<file path="src/pkg/rss_pkg.sv">
`default_nettype none

package rss_pkg;

    // ==========================================
    // Register map (byte addresses, one word each)
    localparam logic [7:0] ADDR_CMD = 8'h00;
    localparam logic [7:0] ADDR_WREG = 8'h04;
    localparam logic [7:0] ADDR_FLAGS = 8'h08;
    localparam logic [7:0] ADDR_STAT = 8'h0c;
    localparam logic [7:0] ADDR_MEM_BASE = 8'h40;
    localparam logic [7:0] ADDR_MEM_MASK = 8'hc0;

    // ==========================================
    // Field positions
    localparam int CMD_OP_LSB = 0;
    localparam int CMD_ADDR_LSB = 4;
    localparam int FLAG_CARRY = 0;
    localparam int FLAG_HALF = 1;
    localparam int FLAG_ZERO = 2;
    localparam int FLAG_OVF = 3;
    localparam int STAT_BUSY = 0;
    localparam int STAT_SKIP = 1;
    localparam int STAT_CNT_LSB = 8;

    // ==========================================
    // Sizes and reset values
    localparam int MEM_WORDS = 16;
    localparam int MEM_AW = 4;
    localparam logic [7:0] WREG_RST = 8'h00;
    localparam logic [3:0] FLAGS_RST = 4'h0;
    localparam logic [7:0] MEM_RST = 8'h00;
    localparam logic [31:0] UNMAPPED_DATA = 32'h0000_0000;

    // Operation codes written to the command register
    typedef enum logic [2:0] {
        OP_ROTATE_RIGHT_CARRY_TO_WREG,
        OP_SUBTRACT_WITH_BORROW,
        OP_SUBTRACT_WITH_BORROW_TO_MEMORY,
        OP_DECREMENT_SKIP_ZERO,
        OP_DECREMENT_SKIP_ZERO_TO_WREG
    } op_e;

    typedef enum logic [1:0] {
        ST_IDLE,
        ST_EXEC,
        ST_DUMMY
    } state_e;

    // Status flags carried together
    typedef struct packed {
        logic overflow_flag;
        logic zero;
        logic half_carry_flag;
        logic carry;
    } flags_s;

    // Wishbone request bundle
    typedef struct packed {
        logic cyc;
        logic stb;
        logic we;
        logic [3:0] sel;
        logic [7:0] adr;
        logic [31:0] dat;
    } wb_req_s;

endpackage : rss_pkg

`default_nettype wire

</file>
<file path="src/rotate_subtract_skip_datapath.sv">
// Operation
// - The rotate-to-working-register op shifts {carry, memory byte} right by one and puts the low byte in wreg.
// - That rotate loads carry from memory bit 0 and puts the old carry into result bit 7.
// - That rotate leaves the memory byte untouched; only wreg and carry change.
// - Decrement-skip writes memory minus one back, and on a zero result discards the prefetch with a dummy cycle.
// - The to-wreg decrement-skip puts the value in wreg, keeps memory, and skips the same way.
`timescale 1ns/100ps
`default_nettype none

module rotate_subtract_skip_datapath
(
    // Clock and reset
    input wire logic clk_i,
    input wire logic rst_i,
    // Wishbone slave
    input wire logic wb_cyc_i,
    input wire logic wb_stb_i,
    input wire logic wb_we_i,
    input wire logic [3:0] wb_sel_i,
    input wire logic [7:0] wb_adr_i,
    input wire logic [31:0] wb_dat_i,
    output logic [31:0] wb_dat_o,
    output logic wb_ack_o,
    // Fetch pipeline side
    output logic busy_o,
    output logic skip_o
);

    // ==========================================
    // State
    typedef struct packed {
        rss_pkg::state_e state;
        rss_pkg::op_e op;
        logic [rss_pkg::MEM_AW-1:0] addr;
        logic [7:0] wreg;
        rss_pkg::flags_s flags;
        logic [rss_pkg::MEM_WORDS-1:0][7:0] mem;
        logic last_skip;
        logic [7:0] dummy_cnt;
        logic ack;
        logic [31:0] rdata;
        logic skip;
        logic busy;
    } state_s;

    state_s cur_ff;
    state_s nxt_cur;
    rss_pkg::wb_req_s req;

    // Decode a word address against one register offset
    function automatic logic hit(input logic [7:0] adr, input logic [7:0] offs);
        hit = (adr[7:2] == offs[7:2]);
    endfunction : hit

    // Subtract with borrow: a + ~m + c, returning {ovf, half, carry, result}
    function automatic logic [10:0] sub_borrow(input logic [7:0] a, input logic [7:0] m, input logic c);
        logic [8:0] full;
        logic [4:0] low;
        logic ovf;
        full = {1'b0, a} + {1'b0, ~m} + {8'h00, c};
        low = {1'b0, a[3:0]} + {1'b0, ~m[3:0]} + {4'h0, c};
        ovf = (a[7] != m[7]) && (full[7] != a[7]);
        sub_borrow = {ovf, low[4], full[8], full[7:0]};
    endfunction : sub_borrow

    assign req = '{cyc: wb_cyc_i, stb: wb_stb_i, we: wb_we_i, sel: wb_sel_i, adr: wb_adr_i, dat: wb_dat_i};

    // ==========================================
    // Next-state logic
    always_comb
    begin
        logic access;
        logic commit;
        logic [7:0] opnd;
        logic [7:0] dec;
        logic [10:0] sb;
        logic [31:0] rd;
        access = 1'b0;
        commit = 1'b0;
        opnd = 8'h00;
        dec = 8'h00;
        sb = 11'h000;
        rd = rss_pkg::UNMAPPED_DATA;
        nxt_cur = cur_ff;
        nxt_cur.skip = 1'b0;

        // Bus: ack one cycle after the request, commit at the edge that sees ack
        access = req.cyc && req.stb;
        nxt_cur.ack = access && !cur_ff.ack;
        commit = access && cur_ff.ack && req.we && req.sel[0];
        if (hit(req.adr, rss_pkg::ADDR_CMD))
        begin
            rd = {24'h000000, cur_ff.addr, 1'b0, cur_ff.op};
        end
        else if (hit(req.adr, rss_pkg::ADDR_WREG))
        begin
            rd = {24'h000000, cur_ff.wreg};
        end
        else if (hit(req.adr, rss_pkg::ADDR_FLAGS))
        begin
            rd = {28'h0000000, cur_ff.flags};
        end
        else if (hit(req.adr, rss_pkg::ADDR_STAT))
        begin
            rd = {16'h0000, cur_ff.dummy_cnt, 6'h00, cur_ff.last_skip, cur_ff.state != rss_pkg::ST_IDLE};
        end
        else if ((req.adr & rss_pkg::ADDR_MEM_MASK) == rss_pkg::ADDR_MEM_BASE)
        begin
            rd = {24'h000000, cur_ff.mem[req.adr[rss_pkg::MEM_AW+1:2]]};
        end
        if (nxt_cur.ack)
        begin
            nxt_cur.rdata = rd;
        end

        // Register writes are refused while an operation runs
        if (commit && cur_ff.state == rss_pkg::ST_IDLE)
        begin
            if (hit(req.adr, rss_pkg::ADDR_CMD))
            begin
                nxt_cur.op = rss_pkg::op_e'(req.dat[rss_pkg::CMD_OP_LSB +: 3]);
                nxt_cur.addr = req.dat[rss_pkg::CMD_ADDR_LSB +: rss_pkg::MEM_AW];
                nxt_cur.state = rss_pkg::ST_EXEC;
            end
            else if (hit(req.adr, rss_pkg::ADDR_WREG))
            begin
                nxt_cur.wreg = req.dat[7:0];
            end
            else if (hit(req.adr, rss_pkg::ADDR_FLAGS))
            begin
                nxt_cur.flags = req.dat[3:0];
            end
            else if ((req.adr & rss_pkg::ADDR_MEM_MASK) == rss_pkg::ADDR_MEM_BASE)
            begin
                nxt_cur.mem[req.adr[rss_pkg::MEM_AW+1:2]] = req.dat[7:0];
            end
        end

        // Execution: one cycle, plus one dummy cycle when a skip is taken
        opnd = cur_ff.mem[cur_ff.addr];
        dec = opnd - 8'h01;
        sb = sub_borrow(cur_ff.wreg, opnd, cur_ff.flags.carry);
        case (cur_ff.state)
            rss_pkg::ST_IDLE:
            begin
                nxt_cur.state = nxt_cur.state;
            end
            rss_pkg::ST_EXEC:
            begin
                nxt_cur.state = rss_pkg::ST_IDLE;
                nxt_cur.last_skip = 1'b0;
                case (cur_ff.op)
                    rss_pkg::OP_ROTATE_RIGHT_CARRY_TO_WREG:
                    begin
                        // Memory is never written here, so the operand survives
                        nxt_cur.wreg = {cur_ff.flags.carry, opnd[7:1]};
                        nxt_cur.flags.carry = opnd[0];
                    end
                    rss_pkg::OP_SUBTRACT_WITH_BORROW, rss_pkg::OP_SUBTRACT_WITH_BORROW_TO_MEMORY:
                    begin
                        if (cur_ff.op == rss_pkg::OP_SUBTRACT_WITH_BORROW)
                        begin
                            nxt_cur.wreg = sb[7:0];
                        end
                        else
                        begin
                            nxt_cur.mem[cur_ff.addr] = sb[7:0];
                        end
                        nxt_cur.flags.carry = sb[8];
                        nxt_cur.flags.half_carry_flag = sb[9];
                        nxt_cur.flags.overflow_flag = sb[10];
                        nxt_cur.flags.zero = (sb[7:0] == 8'h00);
                    end
                    rss_pkg::OP_DECREMENT_SKIP_ZERO, rss_pkg::OP_DECREMENT_SKIP_ZERO_TO_WREG:
                    begin
                        // Flags deliberately left alone for both variants
                        if (cur_ff.op == rss_pkg::OP_DECREMENT_SKIP_ZERO)
                        begin
                            nxt_cur.mem[cur_ff.addr] = dec;
                        end
                        else
                        begin
                            nxt_cur.wreg = dec;
                        end
                        if (dec == 8'h00)
                        begin
                            nxt_cur.state = rss_pkg::ST_DUMMY;
                            nxt_cur.skip = 1'b1;
                            nxt_cur.last_skip = 1'b1;
                        end
                    end
                    default:
                    begin
                        nxt_cur.state = rss_pkg::ST_IDLE;
                    end
                endcase
            end
            rss_pkg::ST_DUMMY:
            begin
                // Dummy cycle stands in for the discarded prefetch
                nxt_cur.dummy_cnt = cur_ff.dummy_cnt + 8'h01;
                nxt_cur.state = rss_pkg::ST_IDLE;
            end
            default:
            begin
                nxt_cur.state = rss_pkg::ST_IDLE;
            end
        endcase

        // Busy is registered so the pin never glitches on a state decode
        nxt_cur.busy = (nxt_cur.state != rss_pkg::ST_IDLE);
    end

    // ==========================================
    // State register
    always_ff @(posedge clk_i)
    begin
        if (rst_i)
        begin
            cur_ff <= '0;
            cur_ff.state <= rss_pkg::ST_IDLE;
            cur_ff.wreg <= rss_pkg::WREG_RST;
            cur_ff.flags <= rss_pkg::FLAGS_RST;
            cur_ff.mem <= {rss_pkg::MEM_WORDS{rss_pkg::MEM_RST}};
        end
        else
        begin
            cur_ff <= nxt_cur;
        end
    end

    // Outputs straight from flops; busy covers exec and dummy cycles
    assign wb_ack_o = cur_ff.ack;
    assign wb_dat_o = cur_ff.rdata;
    assign skip_o = cur_ff.skip;
    assign busy_o = cur_ff.busy;

endmodule : rotate_subtract_skip_datapath

`default_nettype wire
</file>
<file path="config.mk">
export PLATFORM = sky130hd
export DESIGN_NAME = rotate_subtract_skip_datapath
export DESIGN_NICKNAME = d
export VERILOG_FILES = /design/src/pkg/rss_pkg.sv /design/src/rotate_subtract_skip_datapath.sv
export SDC_FILE = /design/constraint.sdc
export NUM_CORES = 1
export LEC_CHECK = 0
export ABC_AREA = 1
export BUFFER_PORTS_ARGS = -buffer_cell sky130_fd_sc_hd__buf_2
export CORE_MARGIN = 5
export CORE_UTILIZATION = 35
export DETAILED_ROUTE_END_ITERATION = 7
export PLACE_DENSITY_LB_ADDON = 0.15
export SLEW_MARGIN = 25
export SYNTH_ARGS = -nofsm -noshare
export SYNTH_HDL_FRONTEND = slang
export SYNTH_SLANG_ARGS = --single-unit
</file>
<file path="constraint.sdc">
create_clock -name clk_i -period 4.49 [get_ports clk_i]
set_clock_uncertainty 0.15 [all_clocks]
set_input_delay 0.449 -clock clk_i [delete_from_list [all_inputs] [get_ports clk_i]]
set_output_delay 0.449 -clock clk_i [all_outputs]
set_load 0.005 [all_outputs]
</file>
==> metrics.md, run 1 <==
| Metric | Value |
|---|---|
| Setup Buffers After CTS | 0 |
| Die ar. | 43400 µm² |
| Placed wire-length estimate after detailed placement | around 52000 µm |
| Number of port buffers | 38 |
| Via-per-instance ratio | 5.81 |
| Most used standard cell by instance count after synthesis | sky130_fd_sc_hd__nand2_1 |
| GR Util All Layers | between 30% and 40% |
| Post-synth cell types | 51 |
| Final Hold Fails | 0 |
| Core area | ~39000 µm² |
| FF-to-FF path depth | 20 |
| I/O pin cnt | 84 |
| Register area share after synthesis | between 20% and 30% |
| RSZ-0062 raised after global routing | no |
| Remaining number of nets flagged by the antenna check after routing | 0 |
| Clock insertion delay at the later pin of the skew report | around 500 ps |
| Layout cells sized above 1 | 9.15% |
| Beginning of the worst register-to-register path | cur_ff[184] |
| Wire length per cell | 24.5 µm |
| Sequential standard cell area | approximately 3500 µm² |
| Number of design rule violations left after detail routing | 0 |
| Grt ovf | 0 |
| Number of buffers inserted by hold repair at cts | 0 |
| Maximum number of pins on one net before global-route repair | 52 |
| Hold Crit Endpoint | cur_ff[45] |
| Data arrival time at the worst-slack endpoint | about 4300 ps |
| Leakage power summed over all cells | 7.03 nW |
| Endpoint of the lowest-slack register-to-register path | cur_ff[123] |
| Min-Delay Path Depth | 2 |
| Final number of setup-violating endpoints | 0 |
| Cell row count | 72 |
| Proportion of power drawn by the clock network | between 40% and 50% |
| Count of fill cells added during filler insertion | 4311 |
| Aggregate negative setup slack | 0 ps |
| Number of enable flip-flop cells after synthesis | 0 |
| Post-synthesis instance total | about 2400 |
| Internal power consumption | 2.35 mW |
| Fraction of power consumed by combinational cells | under 10% |
| Antenna violations before repair | 0 |
| Wire length of the first global-routing pass | between 100000 and 150000 µm |
| Number of buffers on the longest clock path | 2 |
| Number of buffers inserted during clock tree synthesis | 17 |
| Final core utilization | between 30% and 40% |
| Pre-Repair DR Iteration Count | 6 |
| Critical Path End Type | flip-flop |
| Register-to-register setup slack | around 430 ps |
| Path class of the lowest-slack min-delay path | in2reg |
| Switching power summed over all nets | just over 1 mW |
| Starting utilization of the core area | approximately 35% |
| WL final | between 70000 and 80000 µm |
| Library cell used as clock root buffer | sky130_fd_sc_hd__clkbuf_16 |
| Post-synth top area share | approximately a quarter |
| Chip width | about 210 µm |
| Vias | around 17000 |
| Clock input transition at the sequential cells of the worst setup and hold paths | 90 ps |
| Max Clock Freq | around 250 MHz |
| Growth of design area from synthesis to finish | 9.89% |
| Slew at the pin closest to its max-slew limit | between 1000 and 1500 ps |
| Most area-consuming cells after synthesis | sky130_fd_sc_hd__dfxtp_1, sky130_fd_sc_hd__nand2_1, sky130_fd_sc_hd__o21ai_0, sky130_fd_sc_hd__inv_1, sky130_fd_sc_hd__nor2_1 |
| VDD IR max | ~0.00027 V |
| Critical path fanouts, max | 18 |
| Leading area contributor after synthesis | sky130_fd_sc_hd__dfxtp_1 |
| Switching part of the total | 30.1% |
| Number of antenna cells inserted | 0 |
| Category of the most critical setup path | reg2reg |
| Most instantiated cells after synthesis | sky130_fd_sc_hd__nand2_1, sky130_fd_sc_hd__o21ai_0, sky130_fd_sc_hd__inv_1, sky130_fd_sc_hd__nor2_1, sky130_fd_sc_hd__dfxtp_1 |
| Clock tree from TritonCTS | built |
| Initial DRC Count | around 2300 |
| Required time worst endpoint | approximately 4800 ps |
| Htree depth | 4 |
| PostCTS Resize Cnt | 0 |
| Number of maximum-capacitance constraint violations | 0 |
| Via count of the first global-routing pass | between 15000 and 20000 |
| Startpoint type of the worst setup path | flip-flop |
| Number of flip-flops and latches in the synthesized netlist | between 150 and 200 |
| Post-Synthesis Cell Area | 13800 µm² |
| Minimum period implied by the final worst setup slack | approximately 4000 ps |
| Fin nets | approximately 2400 |
| Die outline height | 208 µm |
| Headroom to the max-slew limit | approximately 30% |
| Run status | completed |
| Ys async rst share | 0% |
| Number of clock sinks | 177 |
| Average size of a mapped cell | between 5 and 6 µm² |
| Power density over the cells | 223 nW/µm² |
| Count of yosys warnings during synthesis | 0 |
| Most frequently used flop master after synthesis | sky130_fd_sc_hd__dfxtp_1 |
| HP Start | rst_i |
| Multi-input logic area | just under 9000 µm² |
| Part of the total power dissipated in sequential elements | 46.6% |
| Number of max-slew violations in the final report | 0 |
| Final period util | between 90% and 100% |
| Routability-driven placement congestion ratio | approximately 1.1 |
placed cells by master (no fill, tap or decap), types with 12 or more instances in the layout:
cell type                     n
sky130_fd_sc_hd__a22oi_1     49
sky130_fd_sc_hd__nand3_1     74
sky130_fd_sc_hd__nand2_1    823
sky130_fd_sc_hd__o21ai_1     48
sky130_fd_sc_hd__buf_4       75
sky130_fd_sc_hd__conb_1      16
sky130_fd_sc_hd__inv_2       12
sky130_fd_sc_hd__inv_1      224
sky130_fd_sc_hd__clkbuf_16   17
sky130_fd_sc_hd__nand4_1     15
sky130_fd_sc_hd__buf_2       38
sky130_fd_sc_hd__o22ai_1     80
sky130_fd_sc_hd__o211ai_1    34
sky130_fd_sc_hd__dfxtp_1    176
sky130_fd_sc_hd__o21ai_0    250
sky130_fd_sc_hd__a21oi_1    126
sky130_fd_sc_hd__nor2_1     184
sky130_fd_sc_hd__nor2_2      16
power by group through the flow:
stage / logic (mW) / clock network [mW] / registers (mW)
6_report: 0.203 / 1.59 / 1.57
5_1_grt: 0.205 / 1.68 / 1.57
2_1_floorplan: 0.0971 / 0 / 1.61
3_5_place_dp: 0.193 / 0 / 1.61
4_1_cts: 0.193 / 1.61 / 1.57
3_3_place_gp: 0.193 / 0 / 1.61
layer usage:
layer | track usage (%) | share of wire [%] | vias up | wire (µm)
met5 | 0 | 0 | - | 0
met4 | 17.9 | 7.0 | 0 | 5000
met3 | 7.88 | 11 | 272 | 7530
met2 | 47.2 | 42 | 990 | 29700
met1 | 41.1 | 41 | 7872 | 29000
li1 | - | - | 7790 | -
logic make-up after synthesis:
| family | count (synthesis) | synth area share [%] |
|---|---|---|
| other | 1 | 0.0272 |
| XOR/XNOR | 6 | 0.436 |
| buffers and inverters | 378 | 12.0 |
| AO/OA/AOI/OAI | 624 | 25.8 |
| AND/OR/NAND/NOR | 1168 | 34.8 |
| flip-flops | 177 | 25.7 |
| adder cells (fa/ha/maj) | 12 | 1.20 |
state kept, by name, indices dropped and copies added, names as in the netlist:
register / count
wb_dat_o: 16
cur_ff: 158
wb_ack_o: 1
busy_o: 1
skip_o: 1
through the flow:
step | instance area (µm²) | total power, mW | setup WS, ps | instances | hold WS (ps)
global route | 15100 | 3.45 | 266 | 2912 | 248
floorplan | 13800 | 1.70 | 1270 | 2381 | 296
finish | 15100 | 3.37 | 432 | 2912 | 254
global placement | 14500 | 1.80 | 294 | 2880 | 299
detailed placement | 14500 | 1.80 | 261 | 2880 | 304
CTS | 15100 | 3.38 | 233 | 2912 | 232
area by class of cell:
cell class                      instances  share of cell area [%]
Clock inverter                         14                    1.10
Clock buffer                           18                    2.84
Sequential cell                       177                    23.4
Timing Repair Buffer                  114                    5.11
Multi-Input combinational cell       1826                    57.2
Tap cell                              518                    4.28
Inverter                              245                    6.08
worst max-delay path by stage:
stage | from | end | depth (start not counted)
after floorplan | cur_ff[184] | cur_ff[158] | 20
after global placement | cur_ff[184] | cur_ff[61] | 17
after detailed placement | cur_ff[184] | cur_ff[61] | 17
after CTS | cur_ff[184] | cur_ff[61] | 17
after global routing | cur_ff[184] | cur_ff[123] | 20
final | cur_ff[184] | cur_ff[123] | 20
critical path: stages, from the launching register on:
cell and delay, ps:
sky130_fd_sc_hd__dfxtp_2 480, sky130_fd_sc_hd__buf_12 200, sky130_fd_sc_hd__buf_4 250, sky130_fd_sc_hd__nand2_1 80
sky130_fd_sc_hd__nand2_1 70, sky130_fd_sc_hd__nand2_1 40, sky130_fd_sc_hd__nand2_1 140, sky130_fd_sc_hd__nand2_1 100
sky130_fd_sc_hd__nand2_2 120, sky130_fd_sc_hd__nor2_8 70, sky130_fd_sc_hd__ha_1 370, sky130_fd_sc_hd__nand2_1 100
sky130_fd_sc_hd__nand2_1 80, sky130_fd_sc_hd__nand2_1 70, sky130_fd_sc_hd__nand3_1 120, sky130_fd_sc_hd__a31oi_1 290
sky130_fd_sc_hd__xor2_1 310, sky130_fd_sc_hd__nand2_1 400, sky130_fd_sc_hd__o21ai_0 390, sky130_fd_sc_hd__nand2_1 90
sky130_fd_sc_hd__nand2_1 70
Power figures use the tool's default switching activity.
==> inputs of run 2 (changes only) <==
--- a/config.mk
+++ b/config.mk
@@ -7,6 +7,7 @@
 export LEC_CHECK = 0
 export ABC_AREA = 1
 export BUFFER_PORTS_ARGS = -buffer_cell sky130_fd_sc_hd__buf_2
+export CORE_ASPECT_RATIO = 2
 export CORE_MARGIN = 5
 export CORE_UTILIZATION = 35
 export DETAILED_ROUTE_END_ITERATION = 7
==> run 2 against run 1 <==
  * Clock-buffer cell count is 1 lower
  * Die area is 0.55% higher
  * Design area is 1.1% higher
  * Critical path type unchanged
  * Largest power group unchanged
  * Routed wire length is 14% higher
  * Non-clock buffer count is 12 higher
  * Worst setup slack worse by 69 ps
==> metrics.md, run 2 (synthesis results as in run 1) <==
| Metric | Value |
|---|---|
| Run status | completed |
| Clock insertion delay at the later pin of the skew report | ~480 ps |
| Placed Area | roughly 15000 µm² |
| Required time worst endpoint | ~4800 ps |
| Number of buffers inserted by hold repair at cts | 0 |
| Instance count after placement with tap cells included | slightly below 3000 |
| Power density over the cells | between 200 and 250 nW/µm² |
| Cell type with the highest occurrence count on the critical path | sky130_fd_sc_hd__nand2_1 |
| Number of maximum-capacitance constraint violations | 0 |
| Number of clock sinks | 177 |
| Cell row count | ~100 |
| Path class of the lowest-slack min-delay path | in2reg |
| Remaining number of nets flagged by the antenna check after routing | 0 |
| Via-per-instance ratio | slightly below 6 |
| Slowest cell on the critical path | sky130_fd_sc_hd__dfxtp_2 |
| Htree depth | 4 |
| Category of the most critical setup path | reg2reg |
| Core area | 38800 µm² |
| Number of buffer and inverter instances along the worst setup path | 3 |
| Largest register by flop count | cur_ff |
| Library cell used as clock root buffer | sky130_fd_sc_hd__clkbuf_16 |
| Wire length per cell | 27.7 µm |
| Number of buffers inserted during clock tree synthesis | 17 |
| Initial DRC Count | 1775 |
| Clock tree from TritonCTS | built |
| Maximum cell stage delay along the critical path | 580 ps |
| Maximum number of pins on one net before global-route repair | 100 |
| Data arrival time at the worst-slack endpoint | roughly 4400 ps |
| I/O pin cnt | 84 |
| Routability-driven placement congestion ratio | between 1 and 1.5 |
| Headroom to the max-slew limit | 24.7% |
| Clock input transition at the sequential cells of the worst setup and hold paths | ~90 ps |
| Chip width | roughly 150 µm |
| Max Clock Freq | about 240 MHz |
| Pre-Repair DR Iteration Count | 8 |
| Most frequent cells in the layout | sky130_fd_sc_hd__nand2_1, sky130_fd_sc_hd__o21ai_0, sky130_fd_sc_hd__inv_1, sky130_fd_sc_hd__nor2_1, sky130_fd_sc_hd__dfxtp_1 |
| Vias | around 17000 |
| Flip-flop count of the largest register after layout | around 160 |
| Number of port buffers | 38 |
| Via count of the first global-routing pass | 16800 |
| Wire length of the first global-routing pass | 115000 µm |
| Final number of setup-violating endpoints | 0 |
| Minimum period implied by the final worst setup slack | between 4000 and 5000 ps |
| Placed wire-length estimate after detailed placement | a little over 60000 µm |
| Cell chain of the critical path | buf_12 > buf_4 > o21ai_1 > nand2_1 > nand2_1 > nand2_1 > nand2_1 > nor2_4 > ha_1 > nand2_1 > inv_1 > nand4_1 > nand3_1 > a31oi_1 > xor2_1 > nand2_1 > o21ai_0 > nand2_1 > nand2_1 |
| Setup Buffers After CTS | 0 |
| Startpoint type of the worst setup path | flip-flop |
| Layout cells sized above 1 | 9.60% |
| Die ar. | around 44000 µm² |
| Post-layout instance count excluding filler cells | approximately 3000 |
| Starting utilization of the core area | a little over a third |
| GR Util All Layers | 36.7% |
| Leakage power summed over all cells | roughly 7 nW |
| VDD IR max | between 0.0002 and 0.0003 V |
| Number of buffers on the longest clock path | 2 |
| Number of max-slew violations in the final report | 0 |
| Die outline height | approximately 290 µm |
| Critical Path End Type | flip-flop |
| Grt ovf | 0 |
| Most common library cell in the layout ignoring fill and taps | sky130_fd_sc_hd__nand2_1 |
| Slew at the pin closest to its max-slew limit | 1130 ps |
| Fin nets | 2454 |
| Final instance area | 15300 µm² |
| PostCTS Resize Cnt | 0 |
| Crit-path leading delay family | simple AND/OR/NAND/NOR gates |
| RSZ-0062 raised after global routing | no |
| Final Hold Fails | 0 |
| Number of design rule violations left after detail routing | 0 |
| Critical path fanouts, max | 40 |
| Antenna violations before repair | 1 |
| Aggregate negative setup slack | 0 ps |
| Final period util | ~90% |
| Growth of design area from synthesis to finish | 11.1% |
| WL final | between 80000 and 90000 µm |
## run 2: cell types whose count changed in the layout (fill, tap and decap cells not counted)
cell,before,now
sky130_fd_sc_hd__buf_4,75,84
sky130_fd_sc_hd__inv_12,0,3
sky130_fd_sc_hd__clkinv_8,4,7
sky130_fd_sc_hd__nor3_2,5,6
sky130_fd_sc_hd__diode_2,0,1
sky130_fd_sc_hd__nor2_1,184,186
sky130_fd_sc_hd__nor2_2,16,14
sky130_fd_sc_hd__clkbuf_1,1,0
sky130_fd_sc_hd__nor3_1,10,9
sky130_fd_sc_hd__buf_12,1,4
sky130_fd_sc_hd__inv_8,6,1
## run 2: worst paths after layout
kind	to	depth (start not counted)	startpoint	slack (ps)
worst max register to register	cur_ff[115]	19	cur_ff[184]	360
worst max-delay path	cur_ff[115]	19	cur_ff[184]	360
worst min register to register	wb_dat_o[9]	2	wb_dat_o[9]	320
worst min-delay path	cur_ff[41]	2	rst_i	240
## run 2: area by class of cell
cell class | count | area (µm²)
fill | 4377 | 23500
multi-input combinational | 1826 | 8650
sequential | 177 | 3540
inverter | 245 | 920
timing repair buffer | 126 | 901
tap | 520 | 651
clock buffer | 17 | 425
clock inverter | 15 | 208
antenna | 1 | 2.50
## run 2: through the flow
step | hold WS [ps] | util (%) | setup slack (ps) | power (mW)
6_report | 243 | 39.4 | 363 | 3.44
3_5_place_dp | 307 | 37.8 | 171 | 1.81
2_1_floorplan | 296 | - | 1270 | 1.70
3_3_place_gp | 303 | 37.8 | 121 | 1.81
4_1_cts | 243 | 39.4 | 138 | 3.46
5_1_grt | 274 | 39.4 | 119 | 3.51
## run 2: metal layers
layer	part of all wire (%)	vias up	wire length, µm	GRT usage, %
li1	-	7801	-	-
met1	33	7925	26800	37.6
met2	46	1092	37600	60.1
met3	8.0	437	6470	7.58
met4	13	0	10200	35.8
met5	0	-	0	0
## run 2: power by group
part	internal, mW	switching [mW]
combinational	0.0342	0.183
sequential	1.57	0.000794
clock	0.771	0.885
total	2.37	1.07
